## src/include/esf_pkg.sv

```systemverilog
// package: register map, fields and carriers for the event status flags
// Operation
// The event summary register holds the data overrun flag at bit 6, the buffer event flag at bit 5 and the threshold flag at bit 4.
// The data overrun flag sets when a new result set latches while the previous set is still unread.
// The data overrun flag does not set if any axis result register was read before the new set came.
// Reading the event summary register clears the data overrun flag.
// While the buffer mode field is above 00b the data overrun flag is held at zero.
// The buffer event flag is 1 while the watermark, buffer overrun or gating error flag is active.
// Watermark and buffer overrun show in the buffer state register, gating error in the system state register.
// The buffer event flag can be active only while the buffer mode field is above 00b.
// In triggered mode the watermark takes no part in the buffer event flag or its interrupt.
// In triggered mode the watermark flag itself still asserts once the buffer has been triggered.
// A host that must know the trigger moment uses the change detector or attitude interrupts instead.
// A full buffer sets the buffer event flag and raises whichever interrupt line is routed for it.
// The threshold flag mirrors the outside limits active bit of the first change detect source register.
// With the latch enable at 1 the threshold flag clears only on a read of the first source register.
// With the latch enable at 0 the threshold flag clears by itself once the condition ends.
// A flag set and a clearing read in the same cycle leave the flag set.
package esf_pkg;

  // register byte offsets on the bus
  localparam logic [7:0] ESF_OFS_EVENT_SUMMARY = 8'h00;
  localparam logic [7:0] ESF_OFS_BUF_SETUP = 8'h04;
  localparam logic [7:0] ESF_OFS_BUF_STATE = 8'h08;
  localparam logic [7:0] ESF_OFS_SYS_STATE = 8'h0c;
  localparam logic [7:0] ESF_OFS_CD_SRC1 = 8'h10;
  localparam logic [7:0] ESF_OFS_CD_SETUP1 = 8'h14;
  localparam logic [7:0] ESF_OFS_IRQ_ROUTE = 8'h18;

  // field positions
  localparam int ESF_BIT_OVF = 6;
  localparam int ESF_BIT_BUF = 5;
  localparam int ESF_BIT_OT = 4;
  localparam int ESF_POS_BUF_MODE = 0;
  localparam int ESF_BIT_WMRK = 7;
  localparam int ESF_BIT_BUFFER_OVERRUN_FLAG = 6;
  localparam int ESF_BIT_GATE_ERR = 1;
  localparam int ESF_BIT_OT_ACTIVE = 7;
  localparam int ESF_BIT_OT_LATCH = 0;
  localparam int ESF_BIT_RT_BUF_A = 0;
  localparam int ESF_BIT_RT_BUF_B = 1;
  localparam int ESF_BIT_RT_OVF_A = 2;
  localparam int ESF_BIT_RT_OVF_B = 3;
  localparam int ESF_BIT_RT_OT_A = 4;
  localparam int ESF_BIT_RT_OT_B = 5;

  // reset values of writable registers
  localparam logic [7:0] ESF_RST_BUF_SETUP = 8'h00;
  localparam logic [7:0] ESF_RST_CD_SETUP1 = 8'h00;
  localparam logic [7:0] ESF_RST_IRQ_ROUTE = 8'h00;

  // buffer operating modes, off must stay the zero code
  typedef enum logic [1:0] {
    ESF_MODE_OFF,
    ESF_MODE_STREAM,
    ESF_MODE_STOP,
    ESF_MODE_TRIG
  } esf_buf_mode_t;

  // live status from the buffer logic
  typedef struct packed {
    logic watermark;
    logic overrun;
    logic gate_err;
    logic full;
    logic triggered;
  } esf_buf_status_t;

  // full byte address match, used by write and side effect decodes
  function automatic logic esf_hit(input logic [7:0] addr,
                                   input logic [7:0] ofs);
    esf_hit = (addr == ofs);
  endfunction : esf_hit

endpackage : esf_pkg

```

## src/design/esf_ot_latch.sv

```systemverilog
// threshold exceedance flag with optional latching
`timescale 1ns/1ps
module esf_ot_latch
  import esf_pkg::*;
(
  input wire logic pclk, // bus clock
  input wire logic presetn, // async reset, active low
  input wire logic ot_cond, // outside limits condition, level
  input wire logic latch_en, // outside limits latch enable
  input wire logic src1_clr, // read of source register 1 shown a 1
  output logic threshold_exceed_flag // flag, registered
);

  logic flag_reg;
  logic flag_next;

  // latched mode holds until read, else the flag just follows the condition
  always_comb begin
    if (latch_en) begin
      flag_next = ot_cond | (flag_reg & ~src1_clr); // see
    end else begin
      flag_next = ot_cond;
    end
  end

  // flag storage
  always_ff @(posedge pclk or negedge presetn) begin
    if (!presetn) begin
      flag_reg <= 1'b0;
    end else begin
      flag_reg <= flag_next;
    end
  end

  assign threshold_exceed_flag = flag_reg;

  ////////////////////////////////////////////////////////////////////////////
  // checks

  property p_ot_mirror;
    @(posedge pclk) disable iff (!presetn)
      ot_cond |=> threshold_exceed_flag;
  endproperty
  a_ot_mirror: assert property (p_ot_mirror)
    else $error("threshold flag missed the condition");

  property p_ot_latched;
    @(posedge pclk) disable iff (!presetn)
      latch_en && threshold_exceed_flag && !src1_clr |=> threshold_exceed_flag;
  endproperty
  a_ot_latched: assert property (p_ot_latched)
    else $error("latched threshold flag dropped without a read");

  property p_ot_auto;
    @(posedge pclk) disable iff (!presetn)
      !latch_en && !ot_cond |=> !threshold_exceed_flag;
  endproperty
  a_ot_auto: assert property (p_ot_auto)
    else $error("unlatched threshold flag did not clear");

  c_ot_read_clear: cover property (@(posedge pclk) disable iff (!presetn)
    latch_en && threshold_exceed_flag && src1_clr && !ot_cond
    ##1 !threshold_exceed_flag);

endmodule : esf_ot_latch

```

## src/design/esf_event_flags.sv

```systemverilog
// event summary flags: data overrun, buffer event, threshold exceedance
//
// The APB interface to the registers was decided locally.
`timescale 1ns/1ps
module esf_event_flags
  import esf_pkg::*;
(
  input wire logic pclk, // bus clock, 20 MHz
  input wire logic presetn, // async reset, active low
  input wire logic psel, // apb select
  input wire logic penable, // apb enable
  input wire logic pwrite, // apb direction, high is write
  input wire logic [7:0] paddr, // apb byte address
  input wire logic [31:0] pwdata, // apb write data
  output logic [31:0] prdata, // apb read data, registered
  output logic pready, // apb ready
  output logic pslverr, // apb error on unmapped address
  input wire logic new_sample, // pulse: result set latched
  input wire logic axis_read, // pulse: an axis result register read
  input wire esf_buf_status_t buf_in, // live buffer status
  input wire logic ot_cond, // outside limits condition, level
  output logic irq_line_a, // interrupt line a, active high
  output logic irq_line_b // interrupt line b, active high
);

  ////////////////////////////////////////////////////////////////////////////
  // declarations

  logic [7:0] buf_setup_reg;
  logic [7:0] cd_setup1_reg;
  logic [7:0] irq_route_reg;
  logic [31:0] prdata_reg;
  logic pslverr_reg;
  logic pending_reg;
  logic ovf_reg;
  logic ovf_next;
  logic buf_flag_reg;
  logic buf_flag_next;
  logic wmrk_flag_reg;
  logic wmrk_flag_next;
  logic irq_a_reg;
  logic irq_b_reg;
  logic ot_flag;
  logic [7:0] read_word;
  logic mapped;
  logic apb_setup;
  logic apb_access;
  logic wr_access;
  logic sum_rd_clr;
  logic src1_clr;
  logic ovf_set;
  logic buf_on;
  esf_buf_mode_t buf_mode;

  ////////////////////////////////////////////////////////////////////////////
  // apb phases

  // zero wait states: read data is fetched in the setup cycle
  assign apb_setup = psel & ~penable;
  assign apb_access = psel & penable;
  assign wr_access = apb_access & pwrite & mapped;
  assign pready = 1'b1;
  assign prdata = prdata_reg;
  assign pslverr = pslverr_reg;

  // buffer mode decode
  assign buf_mode = esf_buf_mode_t'(buf_setup_reg[ESF_POS_BUF_MODE +: 2]);
  assign buf_on = (buf_mode != ESF_MODE_OFF);

  // read mux; low address bits must be zero or the access is unmapped
  always_comb begin
    read_word = 8'h00;
    mapped = 1'b1;
    case (paddr)
      ESF_OFS_EVENT_SUMMARY: begin
        read_word[ESF_BIT_OVF] = ovf_reg;
        read_word[ESF_BIT_BUF] = buf_flag_reg;
        read_word[ESF_BIT_OT] = ot_flag;
      end
      ESF_OFS_BUF_SETUP: begin
        read_word = buf_setup_reg;
      end
      ESF_OFS_BUF_STATE: begin
        read_word[ESF_BIT_WMRK] = wmrk_flag_reg;
        read_word[ESF_BIT_BUFFER_OVERRUN_FLAG] = buf_in.overrun;
      end
      ESF_OFS_SYS_STATE: begin
        read_word[ESF_BIT_GATE_ERR] = buf_in.gate_err;
      end
      ESF_OFS_CD_SRC1: begin
        read_word[ESF_BIT_OT_ACTIVE] = ot_flag;
      end
      ESF_OFS_CD_SETUP1: begin
        read_word = cd_setup1_reg;
      end
      ESF_OFS_IRQ_ROUTE: begin
        read_word = irq_route_reg;
      end
      default: begin
        mapped = 1'b0;
      end
    endcase
  end

  // read data and error captured in setup, held through the access cycle
  always_ff @(posedge pclk or negedge presetn) begin
    if (!presetn) begin
      prdata_reg <= 32'h0000_0000;
      pslverr_reg <= 1'b0;
    end else if (apb_setup) begin
      prdata_reg <= pwrite ? 32'h0000_0000 : {24'h00_0000, read_word};
      pslverr_reg <= ~mapped;
    end
  end

  ////////////////////////////////////////////////////////////////////////////
  // writable registers

  // writes land on the access edge; writes to read-only words are ignored
  always_ff @(posedge pclk or negedge presetn) begin
    if (!presetn) begin
      buf_setup_reg <= ESF_RST_BUF_SETUP;
      cd_setup1_reg <= ESF_RST_CD_SETUP1;
      irq_route_reg <= ESF_RST_IRQ_ROUTE;
    end else if (wr_access) begin
      if (esf_hit(paddr, ESF_OFS_BUF_SETUP)) begin
        buf_setup_reg <= pwdata[7:0];
      end
      if (esf_hit(paddr, ESF_OFS_CD_SETUP1)) begin
        cd_setup1_reg <= pwdata[7:0];
      end
      if (esf_hit(paddr, ESF_OFS_IRQ_ROUTE)) begin
        irq_route_reg <= pwdata[7:0];
      end
    end
  end

  ////////////////////////////////////////////////////////////////////////////
  // read side effects

  // clear only a bit the host actually saw as 1, so a set after the
  // setup-cycle fetch is not wiped by the access edge
  assign sum_rd_clr = apb_access & ~pwrite &
                      esf_hit(paddr, ESF_OFS_EVENT_SUMMARY);
  assign src1_clr = apb_access & ~pwrite & esf_hit(paddr, ESF_OFS_CD_SRC1) &
                    prdata_reg[ESF_BIT_OT_ACTIVE];

  ////////////////////////////////////////////////////////////////////////////
  // data overrun flag

  // unread marker: a new set arms it, an axis read without a new set in the same cycle disarms it
  always_ff @(posedge pclk or negedge presetn) begin
    if (!presetn) begin
      pending_reg <= 1'b0;
    end else begin
      pending_reg <= new_sample | (pending_reg & ~axis_read);
    end
  end

  // a read in the same cycle as a new set counts as a read of the old set
  assign ovf_set = new_sample & pending_reg & ~axis_read & ~buf_on;

  always_comb begin
    if (buf_on) begin
      ovf_next = 1'b0;
    end else begin
      ovf_next = ovf_set |
                 (ovf_reg & ~(sum_rd_clr & prdata_reg[ESF_BIT_OVF])); // see
    end
  end

  always_ff @(posedge pclk or negedge presetn) begin
    if (!presetn) begin
      ovf_reg <= 1'b0;
    end else begin
      ovf_reg <= ovf_next;
    end
  end

  ////////////////////////////////////////////////////////////////////////////
  // buffer event and watermark flags

  // in triggered mode the watermark waits for the trigger and stays out of
  // the summary; the host cannot learn the trigger moment from it
  always_comb begin
    wmrk_flag_next = buf_in.watermark &
                     ((buf_mode != ESF_MODE_TRIG) | buf_in.triggered);
    buf_flag_next = buf_on &
                    ((wmrk_flag_next & (buf_mode != ESF_MODE_TRIG)) |
                     buf_in.overrun | buf_in.gate_err |
                     buf_in.full); // see see see
  end

  always_ff @(posedge pclk or negedge presetn) begin
    if (!presetn) begin
      buf_flag_reg <= 1'b0;
      wmrk_flag_reg <= 1'b0;
    end else begin
      buf_flag_reg <= buf_flag_next;
      wmrk_flag_reg <= wmrk_flag_next;
    end
  end

  ////////////////////////////////////////////////////////////////////////////
  // threshold exceedance flag

  esf_ot_latch u_ot_latch (
    .pclk (pclk),
    .presetn (presetn),
    .ot_cond (ot_cond),
    .latch_en (cd_setup1_reg[ESF_BIT_OT_LATCH]),
    .src1_clr (src1_clr),
    .threshold_exceed_flag (ot_flag)
  );

  ////////////////////////////////////////////////////////////////////////////
  // interrupt lines

  // each flag is routed to line a, line b, both or neither
  always_ff @(posedge pclk or negedge presetn) begin
    if (!presetn) begin
      irq_a_reg <= 1'b0;
      irq_b_reg <= 1'b0;
    end else begin
      irq_a_reg <= (irq_route_reg[ESF_BIT_RT_BUF_A] & buf_flag_reg) |
                   (irq_route_reg[ESF_BIT_RT_OVF_A] & ovf_reg) |
                   (irq_route_reg[ESF_BIT_RT_OT_A] & ot_flag);
      irq_b_reg <= (irq_route_reg[ESF_BIT_RT_BUF_B] & buf_flag_reg) |
                   (irq_route_reg[ESF_BIT_RT_OVF_B] & ovf_reg) |
                   (irq_route_reg[ESF_BIT_RT_OT_B] & ot_flag);
    end
  end

  assign irq_line_a = irq_a_reg;
  assign irq_line_b = irq_b_reg;

  ////////////////////////////////////////////////////////////////////////////
  // checks

  property p_summary_map;
    @(posedge pclk) disable iff (!presetn)
      apb_setup && !pwrite && esf_hit(paddr, ESF_OFS_EVENT_SUMMARY)
      |=> prdata[ESF_BIT_OVF] == $past(ovf_reg) &&
          prdata[ESF_BIT_BUF] == $past(buf_flag_reg) &&
          prdata[ESF_BIT_OT] == $past(ot_flag);
  endproperty
  a_summary_map: assert property (p_summary_map)
    else $error("summary bits not at their positions");

  property p_ovf_set;
    @(posedge pclk) disable iff (!presetn)
      new_sample && pending_reg && !axis_read && !buf_on |=> ovf_reg;
  endproperty
  a_ovf_set: assert property (p_ovf_set)
    else $error("overrun flag did not set on unread set");

  property p_ovf_no_set;
    @(posedge pclk) disable iff (!presetn)
      axis_read && !new_sample && !ovf_reg
      ##1 !new_sample ##1 new_sample && !axis_read |=> !ovf_reg;
  endproperty
  a_ovf_no_set: assert property (p_ovf_no_set)
    else $error("overrun flag set although an axis was read");

  property p_ovf_clear;
    @(posedge pclk) disable iff (!presetn)
      sum_rd_clr && prdata_reg[ESF_BIT_OVF] && !ovf_set |=> !ovf_reg;
  endproperty
  a_ovf_clear: assert property (p_ovf_clear)
    else $error("summary read did not clear overrun flag");

  property p_ovf_forced;
    @(posedge pclk) disable iff (!presetn)
      buf_on |=> !ovf_reg;
  endproperty
  a_ovf_forced: assert property (p_ovf_forced)
    else $error("overrun flag set while buffer enabled");

  property p_buf_any;
    @(posedge pclk) disable iff (!presetn)
      buf_on && (buf_in.overrun || buf_in.gate_err) |=> buf_flag_reg;
  endproperty
  a_buf_any: assert property (p_buf_any)
    else $error("buffer event flag missed an active source");

  property p_buf_state;
    @(posedge pclk) disable iff (!presetn)
      apb_setup && !pwrite && esf_hit(paddr, ESF_OFS_BUF_STATE)
      |=> prdata[ESF_BIT_WMRK] == $past(wmrk_flag_reg);
  endproperty
  a_buf_state: assert property (p_buf_state)
    else $error("buffer state register shows wrong watermark");

  property p_buf_off;
    @(posedge pclk) disable iff (!presetn)
      !buf_on |=> !buf_flag_reg;
  endproperty
  a_buf_off: assert property (p_buf_off)
    else $error("buffer event flag active with buffer off");

  property p_trig_no_wm;
    @(posedge pclk) disable iff (!presetn)
      buf_mode == ESF_MODE_TRIG && !buf_in.overrun && !buf_in.gate_err &&
      !buf_in.full |=> !buf_flag_reg;
  endproperty
  a_trig_no_wm: assert property (p_trig_no_wm)
    else $error("watermark raised buffer event in triggered mode");

  property p_trig_wm;
    @(posedge pclk) disable iff (!presetn)
      buf_mode == ESF_MODE_TRIG && buf_in.watermark && buf_in.triggered
      |=> wmrk_flag_reg;
  endproperty
  a_trig_wm: assert property (p_trig_wm)
    else $error("watermark not asserted after trigger");

  property p_full_irq;
    @(posedge pclk) disable iff (!presetn)
      buf_on && buf_in.full && irq_route_reg[ESF_BIT_RT_BUF_A]
      ##1 irq_route_reg[ESF_BIT_RT_BUF_A] |=> irq_line_a;
  endproperty
  a_full_irq: assert property (p_full_irq)
    else $error("full buffer did not raise line a");

  property p_set_wins;
    @(posedge pclk) disable iff (!presetn)
      ovf_set && sum_rd_clr |=> ovf_reg;
  endproperty
  a_set_wins: assert property (p_set_wins)
    else $error("overrun event lost to a clearing read");

  c_ovf_set: cover property (@(posedge pclk) disable iff (!presetn)
    ovf_set ##1 ovf_reg);
  c_set_and_clear: cover property (@(posedge pclk) disable iff (!presetn)
    ovf_set && sum_rd_clr && prdata_reg[ESF_BIT_OVF]);
  c_full_irq: cover property (@(posedge pclk) disable iff (!presetn)
    buf_in.full && buf_on ##2 irq_line_a);
  c_trig_wm: cover property (@(posedge pclk) disable iff (!presetn)
    buf_mode == ESF_MODE_TRIG && wmrk_flag_reg && !buf_flag_reg);

endmodule : esf_event_flags

```

## config.mk

```make
export PLATFORM = sky130hd
export DESIGN_NAME = esf_event_flags
export DESIGN_NICKNAME = d
export VERILOG_FILES = /design/src/include/esf_pkg.sv /design/src/design/esf_ot_latch.sv /design/src/design/esf_event_flags.sv
export SDC_FILE = /design/constraint.sdc
export NUM_CORES = 1
export LEC_CHECK = 0
export BUFFER_PORTS_ARGS = -buffer_cell sky130_fd_sc_hd__buf_2
export CAP_MARGIN = 5
export CORE_UTILIZATION = 40
export CTS_BUF_LIST = sky130_fd_sc_hd__clkbuf_8
export CTS_CLUSTER_SIZE = 25
export DETAILED_ROUTE_END_ITERATION = 6
export MAX_ROUTING_LAYER = met4
export PLACE_DENSITY = 0.71
export RECOVER_POWER = 25
export SLEW_MARGIN = 20
export SYNTH_ARGS = -nofsm -noshare
export SYNTH_HDL_FRONTEND = slang
export SYNTH_SLANG_ARGS = --single-unit
```

## constraint.sdc

```tcl
create_clock -name pclk -period 1.5 [get_ports pclk]
set_clock_uncertainty 0.15 [all_clocks]
set_input_delay 0 -clock pclk [delete_from_list [all_inputs] [get_ports pclk]]
set_output_delay 0 -clock pclk [all_outputs]
set_load 0.01 [all_outputs]
```

# [Word-level counts from Yosys, hierarchy flattened]
# Index checks and enable logic that the tools add are counted.
# Widths: inputs -> output; s select.
[totals] regBits=64 out_inout_bits=36 wordCells=77
[classes] eq_ne=7 n_mux=10 bitwise_logic=42 n_reduce_logical=6
[op_table] operator="$and 1x1->1" count=24
[op_table] operator="$eq 8x5->1 const B" count=3
[op_table] operator="$eq 8x4->1 const B" count=2
[op_table] operator="$or 1x1->1" count=11
[op_table] operator="$pmux 1 s5" count=2
[op_table] operator="$eq 8x3->1 const B" count=1
[op_table] operator="$logic_not 8->1" count=1
[op_table] operator="$mux 8" count=1
[op_table] operator="$pmux 2 s4" count=1
[op_table] operator="$not 1->1" count=7
[op_table] operator="$reduce_or 7->1" count=1
[op_table] operator="$pmux 2 s3" count=1
[op_table] operator="$reduce_and 2->1" count=3
[op_table] operator="$pmux 1 s4" count=1
[op_table] operator="$mux 1" count=3
[op_table] operator="$pmux 1 s3" count=1
[op_table] operator="$ne 2x2->1 const B" count=1
[op_table] operator="$reduce_bool 2->1" count=1

# [Longest topological paths before layout]
# Gate-level depths: netlist (run 1).
[depth] word_depth=8 mapped_depth=6

# [Hierarchy]
# Synthesis (run 1) repeated with hierarchy kept, for this count alone.
[unflattened] cells_unflattened=194 area_unflattened_um2=2203.4
[modules_own_cells] mod="esf_event_flags" instances=1 cells_each=191 area_each_um2=2167.1 seq_area_each_um2=975.9
[modules_own_cells] mod="esf_ot_latch" instances=1 cells_each=3 area_each_um2=36.3 seq_area_each_um2=25.0

# [Least setup slack after synthesis (run 1)]
# Ideal clock, no wire load.
[synth_path] path_kind="input -> register" start="input port paddr[3]" end="register buf_setup_reg[0]" setup_ns=0.125 arrival_ns=1.340 required_ns=1.225 setup_slack_ns=-0.115 cell_stages=5 path_buffers=2 path_cell_list="clkbuf_1 -> nor4_4 -> or3b_1 -> buf_6 -> mux2_4"
[synth_via] elab_chain_len=5
[synth_rtl] element="start, declared" line_no="esf_event_flags.sv:13" text="input wire logic [7:0] paddr,"
[synth_rtl] element="$eq 8x3->1 (tied with other cells)" line_no="esf_pkg.sv:72, esf_event_flags.sv:74"
[synth_rtl] element="$reduce_or 7->1 (no line)"
[synth_rtl] element="$mux 1" line_no="esf_event_flags.sv:74" text="case (paddr)"
[synth_rtl] element="$and 1x1->1" line_no="esf_event_flags.sv:61" text="assign wr_access = apb_access & pwrite & mapped;"
[synth_rtl] element="$reduce_and 2->1 (no line) (*)"
[synth_rtl] element="end signal, assigned" line_no="esf_event_flags.sv:127" text="buf_setup_reg <= pwdata[7:0];"
[synth_rtl] element="end, declared" line_no="esf_event_flags.sv:29" text="logic [7:0] buf_setup_reg;"
# Every way passes the cells marked *; elsewhere a longest branch is shown, timed or not.
# A chain may end at the register's enable or synchronous reset.

# [Final worst setup path (run 1)]
[layout_path] start="register buf_setup_reg[0]" end="register wmrk_flag_reg"
[layout_via] elab_chain_len=3
[layout_rtl] element="$ne 2x2->1" line_no="esf_event_flags.sv:187" text="((buf_mode != ESF_MODE_TRIG) | buf_in.triggered);"
[layout_rtl] element="$or 1x1->1" line_no="esf_event_flags.sv:187"
[layout_rtl] element="$and 1x1->1" line_no="esf_event_flags.sv:186" text="wmrk_flag_next = buf_in.watermark &"
[layout_rtl] element="via wmrk_flag_next" line_no="esf_event_flags.sv:40" text="logic wmrk_flag_next;"
[layout_rtl] element="end signal, assigned" line_no="esf_event_flags.sv:200" text="wmrk_flag_reg <= wmrk_flag_next;"
[layout_rtl] element="end, declared" line_no="esf_event_flags.sv:39" text="logic wmrk_flag_reg;"
# The timed path passes the listed nets, and every way through them passes these cells.

==> results of run 1 <==
power by group through the flow:
stage                     clock, W  combinational [W]  sequential [W]
after floorplan                  0           0.000150         0.00113
after global placement           0           0.000229         0.00113
after detailed placement         0           0.000229         0.00113
after CTS                 0.000754           0.000273         0.00111
after global routing      0.000802           0.000306         0.00111
final                     0.000727           0.000273         0.00111
worst paths after layout:
path	startpoint	to	depth (start not counted)
worst max-delay path	buf_setup_reg[0]	wmrk_flag_reg	3
worst min-delay path	paddr[6]	prdata[1]	4
worst max register to register	buf_setup_reg[0]	wmrk_flag_reg	3
worst min register to register	prdata[2]	prdata[2]	2
max in group asynchronous	presetn	buf_setup_reg[0]	3
min in group asynchronous	presetn	buf_setup_reg[3]	2
routing by layer:
metal	routed length [um]	vias up	share of wire (%)	GRT usage [%]
met5	0	-	0	-
met4	101	0	2.1	8.595
met3	234	11	4.8	3.882
met2	2222	66	46	28.73
met1	2314	813	47	25.47
li1	-	798	-	-
worst reg2reg max path, cell delays in order (launching register included):
cell	delay (ns)
dfrtp_1	0.39
nand2_1	0.09
o21a_1	0.16
dlygate4sd3_1	0.54
logic make-up after synthesis:
family,after synthesis
multiplexers,32
AO/OA/AOI/OAI,32
other,2
AND/OR/NAND/NOR,43
buffers and inverters,38
XOR/XNOR,1
flip-flops,40
per-stage QoR:
step / cells / hold WS (ns)
after global routing: 343 / 0.05006
after global placement: 311 / -0.1676
after detailed placement: 311 / -0.1657
after CTS: 341 / 0.02679
after floorplan: 211 / -0.4456
final: 343 / 0.03488
timing repair:
item / 4_1_cts / 5_1_grt
endpoints found under the hold margin: 73 / 0
gates resized for setup: 0 / 2
setup endpoints to repair: 0 / 3
hold buffers: 22 / 0
buffers inserted: 0 / 2
layout by cell type (no fill, tap or decap), types with 3 or more instances in the layout:
cell and instances:
clkbuf_8 6, dfrtp_1 40, buf_4 24, mux2i_1 3
mux2_4 8, nand2_1 14, buf_2 38, nor2_1 5
conb_1 25, nand3b_1 3, nor3_1 4, inv_1 5
mux2_1 21, a22oi_1 6, dlygate4sd3_1 22, o21ai_1 10
area by class of cell:
type / instances / area, um^2 / share of cell area, %
sequential: 40 / 1001 / 35.60
multi-input combinational: 133 / 989.7 / 35.20
timing repair buffer: 87 / 620.6 / 22.07
tap: 70 / 87.58 / 3.115
clock buffer: 6 / 82.58 / 2.937
inverter: 5 / 18.77 / 0.6676
clock inverter: 2 / 11.26 / 0.4005
==> impl_metrics.ini, run 1 <==
[outcome]
outcome = complete, no violations

[global_route]
number_of_antenna_violations_at_the_first_check_in_global_routing = 0
grt_pass1_wl_mm = 7.596
via_count_of_the_first_global_routing_pass = 1571
global_router_s_overall_resource_usage_pct = 19.31
grt-ovfl-total = 0
maximum_number_of_pins_on_one_net_before_global_route_repair = 23

[layout]
fillerInstances = 435
final_net_count = 325
area_overhead_vs_synth_pct = 31.71
post-route-util_pct = 55.05
n_antenna_cell = 0
fin_area_mm2 = 0.002811
post_route_cells_drive_above_1_share_pct = 31.50

[critical_path]
crit_fanout = 3
crit_chain = nand2_1 > o21a_1 > dlygate4sd3_1
critPathSlowestCell = dlygate4sd3_1
startpoint_type = register
timing.reg2reg.setup_slack_ns = 0.06
worstSetupEndpointType = register
worst_path_largest_cell_delay_ns = 0.54
cp_top_family = buffers and inverters
worst-path-buf-inv = 1
worst_ep_required_time_ns = 1.52
timing.setup.critical_path_class = reg -> reg
worst-endpoint-arrival_ns = 1.47

[synthesis]
yosys_register_bits = 40
synth.yosys.warnings = 0
synthesis.instances = 188
yosys-top-cells-count = dfrtp_1, buf_4, mux2_1
synth_enable_flop_cells = 0
share_of_synthesized_area_spent_on_multiplexers_pct = 18.11
synth_top_area_cell = dfrtp_1
synth.avg_cell_area_um2 = 11.35
synth_simple_gate_area_share_pct = 12.08
synth_top_cell_area_share_pct = 46.89
synth_ff_type = dfrtp_1
synth.yosys.seq_area_share_pct = 46.89
synth_top_family_by_area = multiplexers
yosys.area_share.xor_xnor_pct = 0.4103
async_reset_ff_share_pct = 100.0
post_synthesis_compound_gate_area_fraction_pct = 10.67
synth-adder-area-share_pct = 0
netlist_top_cells_area = dfrtp_1, mux2_1, buf_4
synth_cell_types = 42
synthMostInstantiatedCell = dfrtp_1
syn_area_mm2 = 0.002135

[flow_run]
drv.max_cap_violation_count = 0

[detailed_routing]
detail_route.vias_per_cell = 4.921
remaining_drc_errors = 0
drt_iter0_markers = 69
wl_per_cell_um = 14.20
vias_after_detailed_routing = 1688
ant_nets = 0
routed_wirelength_mm = 4.872
drtPass1Iterations = 5

[sta]
postLayoutSetupSlackWorst_ns = 0.05582
fin_crit_sh_pct = 96.28
slew_headroom_pct = 64.80
slew_violations = 0
setup-violations-final = 0
hold_violations = 0
worstMarginPinSlew_ns = 0.5279
final.setup.tns_ns = 0
clock.fmax_ghz = 0.6924
post-route-min-period_ns = 1.444

[placed_design]
place.detailed.hpwl_mm = 3.638
cell_area_placed_mm2 = 0.002482
place.port_buffers = 39
place.gp.congestion = 0.8089
preCtsSetupSlack_ns = -0.1702

[power]
p_leak_nw = 1.462
totalPowerFinal_w = 0.002109
ir_worst_vdd_uv = 320.8
cellPowerDensity_mw_per_mm2 = 750.0
clkPwrFrac_pct = 34.5
sequentialPowerShare_pct = 52.6
p_sw_w = 0.0005212
share_comb_of_total_power_pct = 12.9
power.share.switching_pct = 24.72
pint_w = 0.001587

[die]
die_w_um = 75.05
die_height_um = 75.05
core_area_mm2 = 0.005107
io_pins = 89
die-area_mm2 = 0.005633
std_cell_rows = 26
initial_utilization_pct = 41.79

[cts]
cts_sinks = 40
cts_buffers = 5
maximum_number_of_buffers_from_clock_root_to_sink = 2
clockRootBuffer = clkbuf_8
clock_latency_ns = 0.29
cts_tree = done
cts.reportedPaths.clkPinSlew_ns = 0.08
number_of_h_tree_levels = 2

[hold_path]
holdCritPathClass = in -> reg
Power figures use the tool's default switching activity.
==> inputs of run 2 (changes only) <==
==> constraint.sdc (replaced) <==
create_clock -name pclk -period 1.5 [get_ports pclk]
set_clock_uncertainty 0.15 [all_clocks]
set_input_delay 0.225 -clock pclk [delete_from_list [all_inputs] [get_ports pclk]]
set_output_delay 0.225 -clock pclk [all_outputs]
set_load 0.01 [all_outputs]
==> run 2 against run 1 <==
Effect of this change: register-to-register slack better by 0.03 ns; hold slack got worse by 0.033 ns; critical path depth is 2 higher; critical endpoint is now buf_setup_reg[7]; non-clock buffer count fell by 14; final area shrank 0.36%; combinational power is essentially flat; flip-flop and latch count unchanged; setup slack got worse by 0.032 ns; via count fell by 3.8%; power is 6.0% higher; fmax fell by 2.2%; count of clock-buffer cells in the layout down 1; largest cell class is now multi-input gates.
==> impl_metrics.ini, run 2 (synthesis gave the netlist of run 1 again) <==
[hold_path]
holdCritPathClass = in -> reg
timing.hold.worst.start = buf_in[0]

[layout]
most_common_cell_after_layout_fill_and_taps_aside = dfrtp_1
fillerInstances = 444
area_overhead_vs_synth_pct = 31.24
layout_common_cells = dfrtp_1, buf_2, conb_1, buf_4, mux2_4
post_route_cells_drive_above_1_share_pct = 40.15
n_antenna_cell = 0
fin_area_mm2 = 0.002801
final_net_count = 311
ff_latch_area_mm2 = 0.001001
multi_input_area_mm2 = 0.001061

[cts]
cts_buffers = 5
clockRootBuffer = clkbuf_8
maximum_number_of_buffers_from_clock_root_to_sink = 2
cts_tree = done
clock_latency_ns = 0.29
number_of_h_tree_levels = 2
cts.reportedPaths.clkPinSlew_ns = 0.08
cts_sinks = 40

[outcome]
outcome = complete, no violations

[critical_path]
timing.setup.critical_path_class = in -> reg
startpoint_of_the_worst_setup_timing_path = paddr[3]
worstSetupEndpointType = register
startpoint_type = input pin
worst_ep_required_time_ns = 1.52
crit_fanout = 4
worst-endpoint-arrival_ns = 1.50
startpoint_of_the_most_critical_register_to_register_path = cd_setup1_reg[6]

[global_route]
grt-ovfl-total = 0
via_count_of_the_first_global_routing_pass = 1534
global_router_s_overall_resource_usage_pct = 19.42
met2_usage_pct = 30.43
maximum_number_of_pins_on_one_net_before_global_route_repair = 20
number_of_antenna_violations_at_the_first_check_in_global_routing = 0
grt_pass1_wl_mm = 7.631
grt_use_met1_pct = 25.68
globalRoute.busiestLayer = met2
groute.layer.met3.usage_pct = 3.614

[die]
die_height_um = 75.05
std_cell_rows = 26
core_area_mm2 = 0.005107
die_w_um = 75.05
io_pins = 89
die-area_mm2 = 0.005633
initial_utilization_pct = 41.79

[sta]
post-route-min-period_ns = 1.476
final.hold.worst_slack_ns = 0.001763
hold_violations = 0
clock.fmax_ghz = 0.6774
slew_violations = 0
fin_crit_sh_pct = 98.41
grt_setup_unrepaired = false
setup-violations-final = 0
final.setup.tns_ns = 0

[power]
p_leak_nw = 1.451
ir_worst_vdd_uv = 506.5
cellPowerDensity_mw_per_mm2 = 798.0

[detailed_routing]
wl_per_cell_um = 15.15
ant_nets = 0
detail_route.vias_per_cell = 4.936
vias_after_detailed_routing = 1624
drtPass1Iterations = 4
remaining_drc_errors = 0
drt_iter0_markers = 90
routed_wirelength_mm = 4.984

[flow_run]
drv.max_cap_violation_count = 0

[placed_design]
cell_area_placed_mm2 = 0.002609
place.detailed.hpwl_mm = 3.782
place.port_buffers = 39
place.gp.congestion = 0.8271
==> run 2: power breakdown <==
group	internal [W]	switching, W	leakage, nW
Clock	0.000487	0.000366	0.0593
Combinational	0.000118	0.000156	0.849
Sequential	0.00110	0.0000134	0.543
==> run 2: per-layer routing <==
layer  share of wire (%)  vias up  routed length [um]
met3                 3.8        9                 188
met5                   0        -                   0
met4                 1.4        0                  72
met2                  48       51                2413
li1                    -      769                   -
met1                  46      795                2309
==> run 2: final cells by class <==
cell class	instances	share of cell area (%)
multi-input cells	133	37.87
flip-flops and latches	40	35.73
inverters	5	1.117
clock buffers	5	2.456
well taps	70	3.126
clock inverters	3	1.385
repair buffers	73	18.31
==> run 2: final timing paths <==
path	end	slack, ns	cells past startpoint
min	wmrk_flag_reg	0.002	2
max	buf_setup_reg[7]	0.02	5
min reg2reg	prdata[0]	0.33	2
min in group asynchronous	prdata[3]	0.27	2
max reg2reg	prdata[6]	0.09	4
max in group asynchronous	buf_flag_reg	0.36	3
==> run 2: through the flow <==
step                setup WS [ns]  cells  power [W]  utilization, %
floorplan                 -0.1828    211   0.001292               -
global placement          -0.3475    317   0.001380           51.08
detailed placement        -0.3534    317   0.001385           51.08
CTS                       0.01722    328   0.002239           54.09
global route            0.0006034    329   0.002322           54.85
finish                    0.02386    329   0.002236           54.85
==> run 2: worst max-delay path, stage by stage <==
cell and delay, ns:
buf_6 0.10, nor4_4 0.29, or3b_4 0.43, buf_6 0.15
mux2_4 0.30
==> run 2: repair_timing <==
item,4_1_cts,5_1_grt
pin swaps,0,3
buffers inserted,0,1
hold buffers,3,0
setup endpoints to repair,8,18
hold endpoints to repair,19,0
resized for setup,5,12
